<file path="src/hdl/dcj_params.svh">
// constants for the decade johnson counter and decoder
`ifndef DCJ_PARAMS_SVH
`define DCJ_PARAMS_SVH
`define DCJ_STAGES 5
`define DCJ_OUTS 10
`define DCJ_ZERO_STATE 5'h00
`define DCJ_CARRY_LIMIT 6
`define DCJ_HEAD 0
`define DCJ_SECOND 1
`define DCJ_GATE 2
`define DCJ_CNT0 5'h00
`define DCJ_CNT1 5'h01
`define DCJ_CNT2 5'h03
`define DCJ_CNT3 5'h07
`define DCJ_CNT4 5'h0F
`define DCJ_CNT5 5'h1F
`define DCJ_CNT6 5'h1E
`define DCJ_CNT7 5'h1C
`define DCJ_CNT8 5'h18
`define DCJ_CNT9 5'h10
`define DCJ_DEC_ZERO 10'h001
`define DCJ_CARRY_HIGH 1'h1
`define DCJ_CARRY_LOW 1'h0
`endif

</file>
<file path="src/hdl/dcj_pkg.sv">
// types for the decade johnson counter and decoder
`include "dcj_params.svh"
package dcj_pkg;
  typedef logic [`DCJ_STAGES-1:0] dcj_ring_t;
  typedef logic [`DCJ_OUTS-1:0] dcj_dec_t;
  typedef struct packed {
    dcj_dec_t dec;
    logic carry_out;
  } dcj_out_t;
  typedef struct packed {
    dcj_ring_t ring;
    dcj_out_t outs;
  } dcj_state_t;
endpackage

</file>
<file path="src/hdl/dcj_decode.sv">
// two-input decoder from johnson stages to ten one-hot outputs
`timescale 1ns/1ns
module dcj_decode #(
  parameter int STAGES = `DCJ_STAGES
) (
  // johnson stages
  input wire logic [STAGES-1:0] ring,
  // decimal outputs
  output logic [2*STAGES-1:0] dec
);
  always_comb begin
    dec = '0;
    // counts 1..4 and 6..9 look at an adjacent pair of stages
    for (int i = 0; i < STAGES - 1; i++) begin
      dec[i+1] = ring[i] & ~ring[i+1];
      dec[i+STAGES+1] = ~ring[i] & ring[i+1];
    end
    // count 0 and count 5 use the two end stages
    dec[0] = ~ring[0] & ~ring[STAGES-1];
    dec[STAGES] = ring[0] & ring[STAGES-1];
  end
endmodule

</file>
<file path="src/hdl/dcj_counter.sv">
// decade johnson counter with decoded outputs and carry
// Summary of operation
// - count held in a five-stage twisted ring with ten states
// - ten decimal outputs, only the one matching the count is high
// - count advances on a clock edge while enable input is low
// - enable input high holds the count
// - reset low (rst_n) forces the zero count
// - each decoded output is high for at least one clock period, longer while enable input is high
// - carry completes one low-high cycle every ten counts
// - clearing from five or more raises carry, below five does not
// - illegal ring states fall back into the ten-state sequence
// - each decimal output is a two-input decode of adjacent stages, except zero and five, which use the two end stages
// - clearing to zero raises the zero output
`timescale 1ns/1ns
`include "dcj_params.svh"
module dcj_counter #(
  parameter int STAGES = `DCJ_STAGES
) (
  // clock and reset
  input wire logic clk_sys,
  input wire logic rst_n,

  // control
  input wire logic clk_en_n,
  input wire logic clear,

  // outputs
  output logic [2*STAGES-1:0] dec_out,
  output logic carry_out
);

  // ring plus the outputs it implies, all in one register
  dcj_pkg::dcj_state_t state_ff;
  dcj_pkg::dcj_state_t nxt_state;

  // ring now, its successor, and the ring taken at the next edge
  dcj_pkg::dcj_ring_t ring;
  dcj_pkg::dcj_ring_t step_ring;
  dcj_pkg::dcj_ring_t nxt_ring;

  // outputs that belong to the ring taken at the next edge
  logic [2*STAGES-1:0] nxt_dec;
  logic nxt_carry;

  assign ring = state_ff.ring;

  always_comb begin
    nxt_state = state_ff;
    step_ring = ring;
    nxt_ring = ring;
    nxt_carry = state_ff.outs.carry_out;

    // successor of each of the ten legal patterns
    unique case (ring)
      `DCJ_CNT0: begin
        step_ring = `DCJ_CNT1;
      end

      `DCJ_CNT1: begin
        step_ring = `DCJ_CNT2;
      end

      `DCJ_CNT2: begin
        step_ring = `DCJ_CNT3;
      end

      `DCJ_CNT3: begin
        step_ring = `DCJ_CNT4;
      end

      `DCJ_CNT4: begin
        step_ring = `DCJ_CNT5;
      end

      `DCJ_CNT5: begin
        step_ring = `DCJ_CNT6;
      end

      `DCJ_CNT6: begin
        step_ring = `DCJ_CNT7;
      end

      `DCJ_CNT7: begin
        step_ring = `DCJ_CNT8;
      end

      `DCJ_CNT8: begin
        step_ring = `DCJ_CNT9;
      end

      `DCJ_CNT9: begin
        step_ring = `DCJ_CNT0;
      end

      default: begin
        // illegal pattern: twisted shift with the gate stage masked,
        // so a stray bit dies out and the ring rejoins the sequence
        step_ring[`DCJ_HEAD] = ~ring[STAGES-1];
        step_ring[`DCJ_SECOND] = ring[`DCJ_HEAD];
        step_ring[`DCJ_GATE] = ring[`DCJ_SECOND] &
          (ring[`DCJ_HEAD] | ring[`DCJ_GATE]);
        for (int i = `DCJ_GATE + 1; i < STAGES; i++) begin
          step_ring[i] = ring[i-1];
        end
      end
    endcase

    // clear wins over counting; enable high holds the count
    if (clear) begin
      nxt_ring = `DCJ_ZERO_STATE;
    end else if (!clk_en_n) begin
      nxt_ring = step_ring;
    end else begin
      nxt_ring = ring;
    end

    // carry of the next count; its rise falls on nine to zero
    unique case (nxt_ring)
      `DCJ_CNT0: begin
        nxt_carry = `DCJ_CARRY_HIGH;
      end

      `DCJ_CNT1: begin
        nxt_carry = `DCJ_CARRY_HIGH;
      end

      `DCJ_CNT2: begin
        nxt_carry = `DCJ_CARRY_HIGH;
      end

      `DCJ_CNT3: begin
        nxt_carry = `DCJ_CARRY_HIGH;
      end

      `DCJ_CNT4: begin
        nxt_carry = `DCJ_CARRY_HIGH;
      end

      `DCJ_CNT5: begin
        nxt_carry = `DCJ_CARRY_LOW;
      end

      `DCJ_CNT6: begin
        nxt_carry = `DCJ_CARRY_LOW;
      end

      `DCJ_CNT7: begin
        nxt_carry = `DCJ_CARRY_LOW;
      end

      `DCJ_CNT8: begin
        nxt_carry = `DCJ_CARRY_LOW;
      end

      `DCJ_CNT9: begin
        nxt_carry = `DCJ_CARRY_LOW;
      end

      default: begin
        // outside the sequence carry is simply the inverse of the last stage
        nxt_carry = ~nxt_ring[STAGES-1];
      end
    endcase

    nxt_state.ring = nxt_ring;
    nxt_state.outs.dec = nxt_dec;
    nxt_state.outs.carry_out = nxt_carry;
  end

  always_ff @(posedge clk_sys or negedge rst_n) begin
    if (!rst_n) begin
      state_ff.ring <= `DCJ_ZERO_STATE;
      state_ff.outs.dec <= `DCJ_DEC_ZERO;
      state_ff.outs.carry_out <= `DCJ_CARRY_HIGH;
    end else begin
      state_ff <= nxt_state;
    end
  end

  // decode the ring the next edge loads, so outputs leave flip-flops
  dcj_decode #(
    .STAGES(STAGES)
  ) u_decode (
    .ring(nxt_ring),
    .dec(nxt_dec)
  );

  // registered outputs change only at an edge: at least one full period each
  assign dec_out = state_ff.outs.dec;
  assign carry_out = state_ff.outs.carry_out;
endmodule

</file>
<file path="config.mk">
export PLATFORM = sky130hd
export DESIGN_NAME = dcj_counter
export DESIGN_NICKNAME = d
export VERILOG_FILES = /design/src/hdl/dcj_pkg.sv /design/src/hdl/dcj_decode.sv /design/src/hdl/dcj_counter.sv
export VERILOG_INCLUDE_DIRS = /design/src /design/src/hdl
export SDC_FILE = /design/constraint.sdc
export NUM_CORES = 1
export LEC_CHECK = 0
export BUFFER_PORTS_ARGS = -buffer_cell sky130_fd_sc_hd__buf_2
export CAP_MARGIN = 20
export CORE_MARGIN = 10
export CORE_UTILIZATION = 55
export CTS_CLUSTER_DIAMETER = 60
export DETAILED_ROUTE_END_ITERATION = 6
export HOLD_SLACK_MARGIN = 0.05
export PLACE_DENSITY_LB_ADDON = 0.12
export SLEW_MARGIN = 5
export SYNTH_ARGS = -nofsm -noshare
export SYNTH_HDL_FRONTEND = slang
export SYNTH_SLANG_ARGS = --single-unit
</file>
<file path="constraint.sdc">
create_clock -name clk_sys -period 2.05 [get_ports clk_sys]
set_input_delay 0.41 -clock clk_sys [delete_from_list [all_inputs] [get_ports clk_sys]]
set_output_delay 0.41 -clock clk_sys [all_outputs]
set_load 0.01 [all_outputs]
</file>
==> results of run 1 <==
stage by stage:
stage	hold slack, ns	setup slack (ns)	utilization
floorplan	0.114	0.949	-
global placement	0.335	0.735	0.613
detailed placement	0.335	0.689	0.613
CTS	0.480	0.703	0.649
global route	0.500	0.672	0.649
finish	0.499	0.724	0.649
cell usage in the layout (no fill, tap or decap), drive strengths merged:
cell type and count:
a211oi 2, a21o 1, a21oi 10, a221o 1, and2b 1, buf 14
clkbuf 4, dfrtp 14, dfstp 2, dlygate4sd3 1, inv 3, mux2i 1
nand2 2, nand2b 3, nand3 1, nand3b 8, nand4bb 1, nor2 2
nor2b 1, nor3 1, or3 1, or3b 6
kinds of logic (layout without fill, tap and decap cells):
group | after synthesis | after routing | share of synthesized area
muxes | 1 | 1 | 0.0135
buffers and inverters | 10 | 22 | 0.0741
DFF | 16 | 16 | 0.542
AOI/OAI and AO/OA | 14 | 14 | 0.118
and+or+nand+nor | 27 | 27 | 0.253
flip-flops by register name (all words and copies together), names as in the netlist:
register / cells
ring: 5
dec_out: 10
carry_out: 1
routing by layer:
| metal | up-vias | share of wire | track usage |
|---|---|---|---|
| li1 | 261 | - | - |
| met4 | 0 | 0.0096 | 0.0403 |
| met1 | 258 | 0.46 | 0.111 |
| met3 | 2 | 0.054 | 0.0360 |
| met5 | - | 0 | 0 |
| met2 | 10 | 0.48 | 0.133 |
worst max path at each step:
stage | start | endpoint | slack (ns) | cells after the start
after floorplan | ring[0] | dec_out[7] | 0.95 | 2
after global routing | dec_out[0] | dec_out[0] | 0.67 | 1
after global placement | clk_en_n | dec_out[7] | 0.73 | 3
final | dec_out[0] | dec_out[0] | 0.72 | 1
after detailed placement | clk_en_n | dec_out[0] | 0.69 | 3
after CTS | dec_out[0] | dec_out[0] | 0.70 | 1
cells in the mapped netlist, drive strengths merged:
cell	n
a211oi	2
a21o	1
a21oi	10
a221o	1
and2b	1
buf	4
clkbuf	3
dfrtp	14
dfstp	2
inv	3
mux2i	1
nand2	2
nand2b	3
nand3	1
nand3b	8
nand4bb	1
nor2	2
nor2b	1
nor3	1
or3	1
or3b	6
final cells by class:
type | count | area [µm²]
clock buffer | 4 | 36.3
timing repair buffer | 15 | 80.1
multi-input combinational | 42 | 285
sequential | 16 | 403
fill | 107 | 450
tap | 15 | 18.8
inverter | 3 | 11.3
power breakdown:
group	leakage, nW	internal, mW	switching (mW)
clock	0.0210	0.108	0.0902
sequential	0.213	0.325	0.00955
combinational	0.139	0.0200	0.0295
total	0.372	0.453	0.129
==> flow_summary.ini, run 1 <==
[synthesis]
synth-seq-cells = 16
syn-instance-count = 68
synth_nets = 72
synth.area.top_cells = dfrtp_1, nand3b_1, dfstp_2
avgSynthCellArea_um2 = 10.9
post-synth-top-area-cell = dfrtp_1
synth_cell_types = 25
yosysSeqAreaShare = 0.542
netlist_area_um2 = 743
synth_top_area_share = 0.471
yosysWarnings = 0

[timing]
hold_viol = 0
rsz0062_at_grt = false
final_max_slew_viol_count = 0
skew_ns = 0.00186
timing.fmax_mhz = 754
setup_viol = 0
worst_slew_pin_slew_ns = 0.374
fin_crit_ns = 1.33
fin_crit_sh = 0.647
slew_headroom = 0.751
setup_tns_ns = 0

[final_layout]
diodes = 0
nets = 85
finalInstanceArea_um2 = 835
fin_cells = 95
drive_gt1_frac = 0.263
syn2layout_area_growth_pct = 12.3

[pwr]
finalPower_mw = 0.583
power_density_nw_per_um2 = 698
vdd_drop_max_v = 0.000378
p_leak_nw = 0.372

[drt]
wl_um = 1360
drtIter0Drc = 7
postRouteAntennaNets = 0
wl_per_cell_um = 14.3
drt_pre_antenna_iters = 2
route.detailed.drc = 0
vias_per_cell = 5.59
vias = 531

[clocking]
htree_levels = 1
cts-root-buf = clkbuf_4
cts_tree = yes
postCtsSetupRepairBufs = 0
cts.sinks = 16
cts.clk_slew.worst_paths_ns = 0.09
cts_resized = 0
numCtsBuffers = 3
cts_buffer_depth = 2
cts_hold_buf = 1
clk_latency_ns = 0.27

[setup_path]
cpLargestDelayFamily = flip-flops
slowest_delay_ns = 0.52
worst_ep_required_time_ns = 1.64
start_kind = flip-flop
slowest_stage = dfstp_2
cp_max_fo = 1
r2r-start = ring[0]
critPathArrivalTime_ns = 0.92
regToRegSetupSlack_ns = 0.85
cp_cell_sequence = buf_2
critPathCaptureType = output pin
crit_buf_inv = 1
worstRegToRegCells = 2
r2r_end = dec_out[7]
crit_type = reg2out

[global_routing]
grt_max_degree = 27
antenna_found_initial = 0
grt.overflow.total = 0
grt_pass1_vias = 508
grt_usage = 0.0900
grt_pass1_wl_um = 2390

[placement]
post-place-cells = 90
place_congestion = 0.725
place_area_um2 = 788
portBuffers = 14

[die]
core_um2 = 1280
die_x_um = 56.8
start_util = 0.578
io_pins = 15
die_height_um = 56.8
die_area_um2 = 3220
placementRows = 13

[run]
max_cap_violations = 0

[run_status]
status = completed

[min_path]
holdPathStages = 2
hold_path_class = in2reg
whs_endpoint = dec_out[7]
hold_start = clear
Power figures use the tool's default switching activity.
==> inputs of run 2 (changes only) <==
--- a/config.mk
+++ b/config.mk
@@ -9,7 +9,7 @@
 export BUFFER_PORTS_ARGS = -buffer_cell sky130_fd_sc_hd__buf_2
 export CAP_MARGIN = 20
 export CORE_MARGIN = 10
-export CORE_UTILIZATION = 55
+export CORE_UTILIZATION = 51
 export CTS_CLUSTER_DIAMETER = 60
 export DETAILED_ROUTE_END_ITERATION = 6
 export HOLD_SLACK_MARGIN = 0.05
==> constraint.sdc (replaced) <==
create_clock -name clk_sys -period 1.33 [get_ports clk_sys]
set_input_delay 0.266 -clock clk_sys [delete_from_list [all_inputs] [get_ports clk_sys]]
set_output_delay 0.266 -clock clk_sys [all_outputs]
set_load 0.01 [all_outputs]
==> flow_summary.ini, run 2 (synthesized netlist as in run 1, its figures left out) <==
[die]
core_um2 = 1330
placementRows = 13
die_x_um = 58.2
io_pins = 15
start_util = 0.557
die_height_um = 58.2
die_area_um2 = 3380

[timing]
fin_crit_sh = 0.906
fin_crit_ns = 1.20
hold_viol = 0
slew_headroom = 0.753
setup_viol = 0
timing.fmax_mhz = 830
worst_slew_pin_slew_ns = 0.371
setup_tns_ns = 0
skew_ns = 0.00491
rsz0062_at_grt = false
final_max_slew_viol_count = 0
timing.hold.ws_ns = 0.345

[run]
max_cap_violations = 0

[drt]
wl_um = 1320
drt_pre_antenna_iters = 3
vias_per_cell = 5.32
postRouteAntennaNets = 0
wl_per_cell_um = 13.9
route.detailed.drc = 0
vias = 505
drtIter0Drc = 6

[setup_path]
cp_max_fo = 10
cpLargestDelayFamily = flip-flops
cp_cell_sequence = or3b_1 > a211oi_2
slowest_delay_ns = 0.51
crit_buf_inv = 0
crit_type = reg2reg
worst_ep_required_time_ns = 1.53
start_kind = flip-flop
critPathArrivalTime_ns = 1.41
critPathCaptureType = flip-flop
slowest_stage = dfrtp_1

[final_layout]
area.sequential_um2 = 403
multi_input_area_um2 = 285
fill_cells = 115
drive_gt1_frac = 0.263
nets = 85
largest_reg_flops = 10
syn2layout_area_growth_pct = 12.3
layout_common_cells = dfrtp_1, buf_2, a21oi_1
diodes = 0

[clocking]
htree_levels = 1
clk_latency_ns = 0.28
cts-root-buf = clkbuf_4
postCtsSetupRepairBufs = 0
cts.clk_slew.worst_paths_ns = 0.10
cts.sinks = 16
cts_tree = yes
cts_buffer_depth = 2
numCtsBuffers = 3

[global_routing]
antenna_found_initial = 0
grt_pass1_vias = 457
grt_max_degree = 27
grt_pass1_wl_um = 2100
grt_usage = 0.0762
grt.overflow.total = 0

[min_path]
hold_path_class = in2reg

[placement]
dp_hpwl_um = 864
place_congestion = 0.737
portBuffers = 14

[pwr]
p_leak_nw = 0.372
finalPower_mw = 0.911
vdd_drop_max_v = 0.000855
power_density_nw_per_um2 = 1090

[run_status]
status = completed
==> run 2: layout make-up <==
class / instances / area share
sequential: 16 / 0.483
multi-input combinational: 42 / 0.342
timing repair buffer: 15 / 0.0960
clock buffer: 4 / 0.0435
tap: 15 / 0.0225
inverter: 3 / 0.0135
==> run 2: per-layer routing <==
metal | routed length [µm] | GRT usage | vias up
met1 | 652 | 0.0928 | 233
li1 | - | - | 258
met2 | 563 | 0.106 | 12
met3 | 79 | 0.0261 | 2
met4 | 27 | 0.0604 | 0
met5 | 0 | 0 | -
==> run 2: through the flow <==
step           worst slack, ns   util  area, µm²  instances
2_1_floorplan            0.229      -        743         68
3_3_place_gp             0.151  0.591        788         90
3_5_place_dp             0.114  0.591        788         90
4_1_cts                  0.125  0.626        835         95
5_1_grt                 0.0583  0.626        835         95
6_report                 0.125  0.626        835         95
==> run 2: worst paths after layout <==
kind | startpoint | to | slack (ns) | cells after the start
worst max-delay path | ring[1] | dec_out[7] | 0.13 | 2
worst max register to register | ring[1] | dec_out[7] | 0.13 | 2
worst min register to register | ring[2] | dec_out[7] | 0.67 | 2
max in group asynchronous | rst_n | dec_out[0] | 0.62 | 2
min in group asynchronous | rst_n | dec_out[8] | 0.41 | 2
worst min-delay path | clear | dec_out[7] | 0.35 | 2
==> run 2: worst register-to-register path, stage by stage, from the launching register on <==
cell and delay [ns]:
dfrtp_1 0.51, or3b_1 0.39, a211oi_2 0.22
==> run 2: timing repair <==
| item | in CTS | in global routing |
|---|---|---|
| hold buffers | 1 | 0 |
| hold endpoints to repair | 14 | 0 |
| resized for setup | 0 | 0 |
==> run 2: report_power, final <==
part	leakage (nW)	switching [mW]	internal [mW]	total (mW)
clock	0.0210	0.153	0.166	0.320
combinational	0.139	0.0445	0.0308	0.0753
sequential	0.213	0.0143	0.502	0.516
total	0.372	0.212	0.699	0.911
==> inputs of run 3 (changes only) <==
--- a/config.mk
+++ b/config.mk
@@ -8,8 +8,10 @@
 export LEC_CHECK = 0
 export BUFFER_PORTS_ARGS = -buffer_cell sky130_fd_sc_hd__buf_2
 export CAP_MARGIN = 20
+export CELL_PAD_IN_SITES_DETAIL_PLACEMENT = 0
+export CELL_PAD_IN_SITES_GLOBAL_PLACEMENT = 1
 export CORE_MARGIN = 10
-export CORE_UTILIZATION = 51
+export CORE_UTILIZATION = 40
 export CTS_CLUSTER_DIAMETER = 60
 export DETAILED_ROUTE_END_ITERATION = 6
 export HOLD_SLACK_MARGIN = 0.05
==> flow_summary.ini, run 3 (synthesized netlist as in run 1, its figures left out) <==
[run_status]
status = completed

[final_layout]
drive_gt1_frac = 0.259
fin_cells = 106
multi_input_area_um2 = 285
fill_cells = 175
largest_reg_flops = 10
diodes = 0
layout_common_cells = dfrtp_1, buf_2, a21oi_1
nets = 86
area.sequential_um2 = 403
syn2layout_area_growth_pct = 13.6

[pwr]
power_density_nw_per_um2 = 1000
vdd_drop_max_v = 0.000489
p_leak_nw = 0.371

[die]
start_util = 0.426
die_x_um = 63.1
placementRows = 15
die_area_um2 = 3980
core_um2 = 1750
io_pins = 15
die_height_um = 63.1

[timing]
worst_slew_pin_slew_ns = 0.346
final_max_slew_viol_count = 0
fin_crit_sh = 0.885
rsz0062_at_grt = false
setup_tns_ns = 0
skew_ns = 0.00367
slew_headroom = 0.769
hold_viol = 0
fin_crit_ns = 1.18
setup_viol = 0
timing.hold.ws_ns = 0.350
timing.fmax_mhz = 850

[drt]
vias = 510
route.detailed.drc = 0
drtIter0Drc = 8
drt_pre_antenna_iters = 4
vias_per_cell = 4.81
wl_um = 1320
postRouteAntennaNets = 0
wl_per_cell_um = 12.4

[clocking]
numCtsBuffers = 3
cts.sinks = 16
cts-root-buf = clkbuf_4
htree_levels = 1
cts_buffer_depth = 2
cts_tree = yes
cts_hold_buf = 1
cts.clk_slew.worst_paths_ns = 0.09
postCtsSetupRepairBufs = 0
clk_latency_ns = 0.27
cts_resized = 0

[placement]
place_congestion = 0.662
post-place-cells = 101
portBuffers = 14
dp_hpwl_um = 878

[global_routing]
antenna_found_initial = 0
grt_max_degree = 24
grt_pass1_wl_um = 2270
grt_usage = 0.0700
grt.overflow.total = 0
grt_pass1_vias = 498

[setup_path]
crit_type = reg2reg
slowest_delay_ns = 0.48
start_kind = flip-flop
slowest_stage = dfrtp_1
critPathArrivalTime_ns = 1.38
regToRegSetupSlack_ns = 0.15
cp_cell_sequence = or3b_1 > a211oi_2
cp_max_fo = 10
worst_ep_required_time_ns = 1.53
critPathCaptureType = flip-flop

[min_path]
hold_path_class = in2reg

[run]
max_cap_violations = 0
==> run 3: cell count changes in the layout (fill, tap and decap cells not counted), sizes merged <==
cell / delta
buf: +1
==> run 3: power breakdown <==
part | total, mW | internal, mW | switching, mW | leakage [nW]
clock | 0.253 | 0.116 | 0.137 | 0.0150
sequential | 0.515 | 0.502 | 0.0134 | 0.213
combinational | 0.0775 | 0.0326 | 0.0448 | 0.143
total | 0.845 | 0.650 | 0.195 | 0.371
==> run 3: worst max-delay path, delay by kind of cell, from the launching register on <==
family             cells  cell delay, ns
and+or+nand+nor        1            0.42
AOI/OAI and AO/OA      1            0.21
DFF                    1            0.48
==> run 3: per-stage QoR <==
stage | power [mW] | cell area [µm²] | util | setup slack [ns]
2_1_floorplan | 0.575 | 743 | - | 0.229
3_3_place_gp | 0.602 | 808 | 0.463 | 0.172
3_5_place_dp | 0.602 | 808 | 0.463 | 0.160
4_1_cts | 0.867 | 845 | 0.484 | 0.142
5_1_grt | 0.900 | 845 | 0.484 | 0.0848
6_report | 0.845 | 845 | 0.484 | 0.153
==> run 3: path summary, 6_finish.rpt <==
check | depth (start not counted) | end | start
max | 2 | dec_out[7] | ring[0]
min | 2 | dec_out[7] | clear
max reg2reg | 2 | dec_out[7] | ring[0]
min reg2reg | 2 | dec_out[3] | ring[2]
max in group asynchronous | 2 | carry_out | rst_n
min in group asynchronous | 2 | dec_out[3] | rst_n
==> run 3: area by class of cell <==
class | instances | share of cell area
Inverter | 3 | 0.0133
Tap cell | 25 | 0.0370
Multi-Input combinational cell | 42 | 0.338
Clock buffer | 4 | 0.0311
Sequential cell | 16 | 0.477
Timing Repair Buffer | 16 | 0.104
==> run 3: layer usage <==
metal	vias to the layer above	GRT usage	routed length [µm]
met5	-	0	0
met1	234	0.0831	597
li1	258	-	-
met4	0	0.0587	27
met3	2	0.0247	101
met2	16	0.0977	591
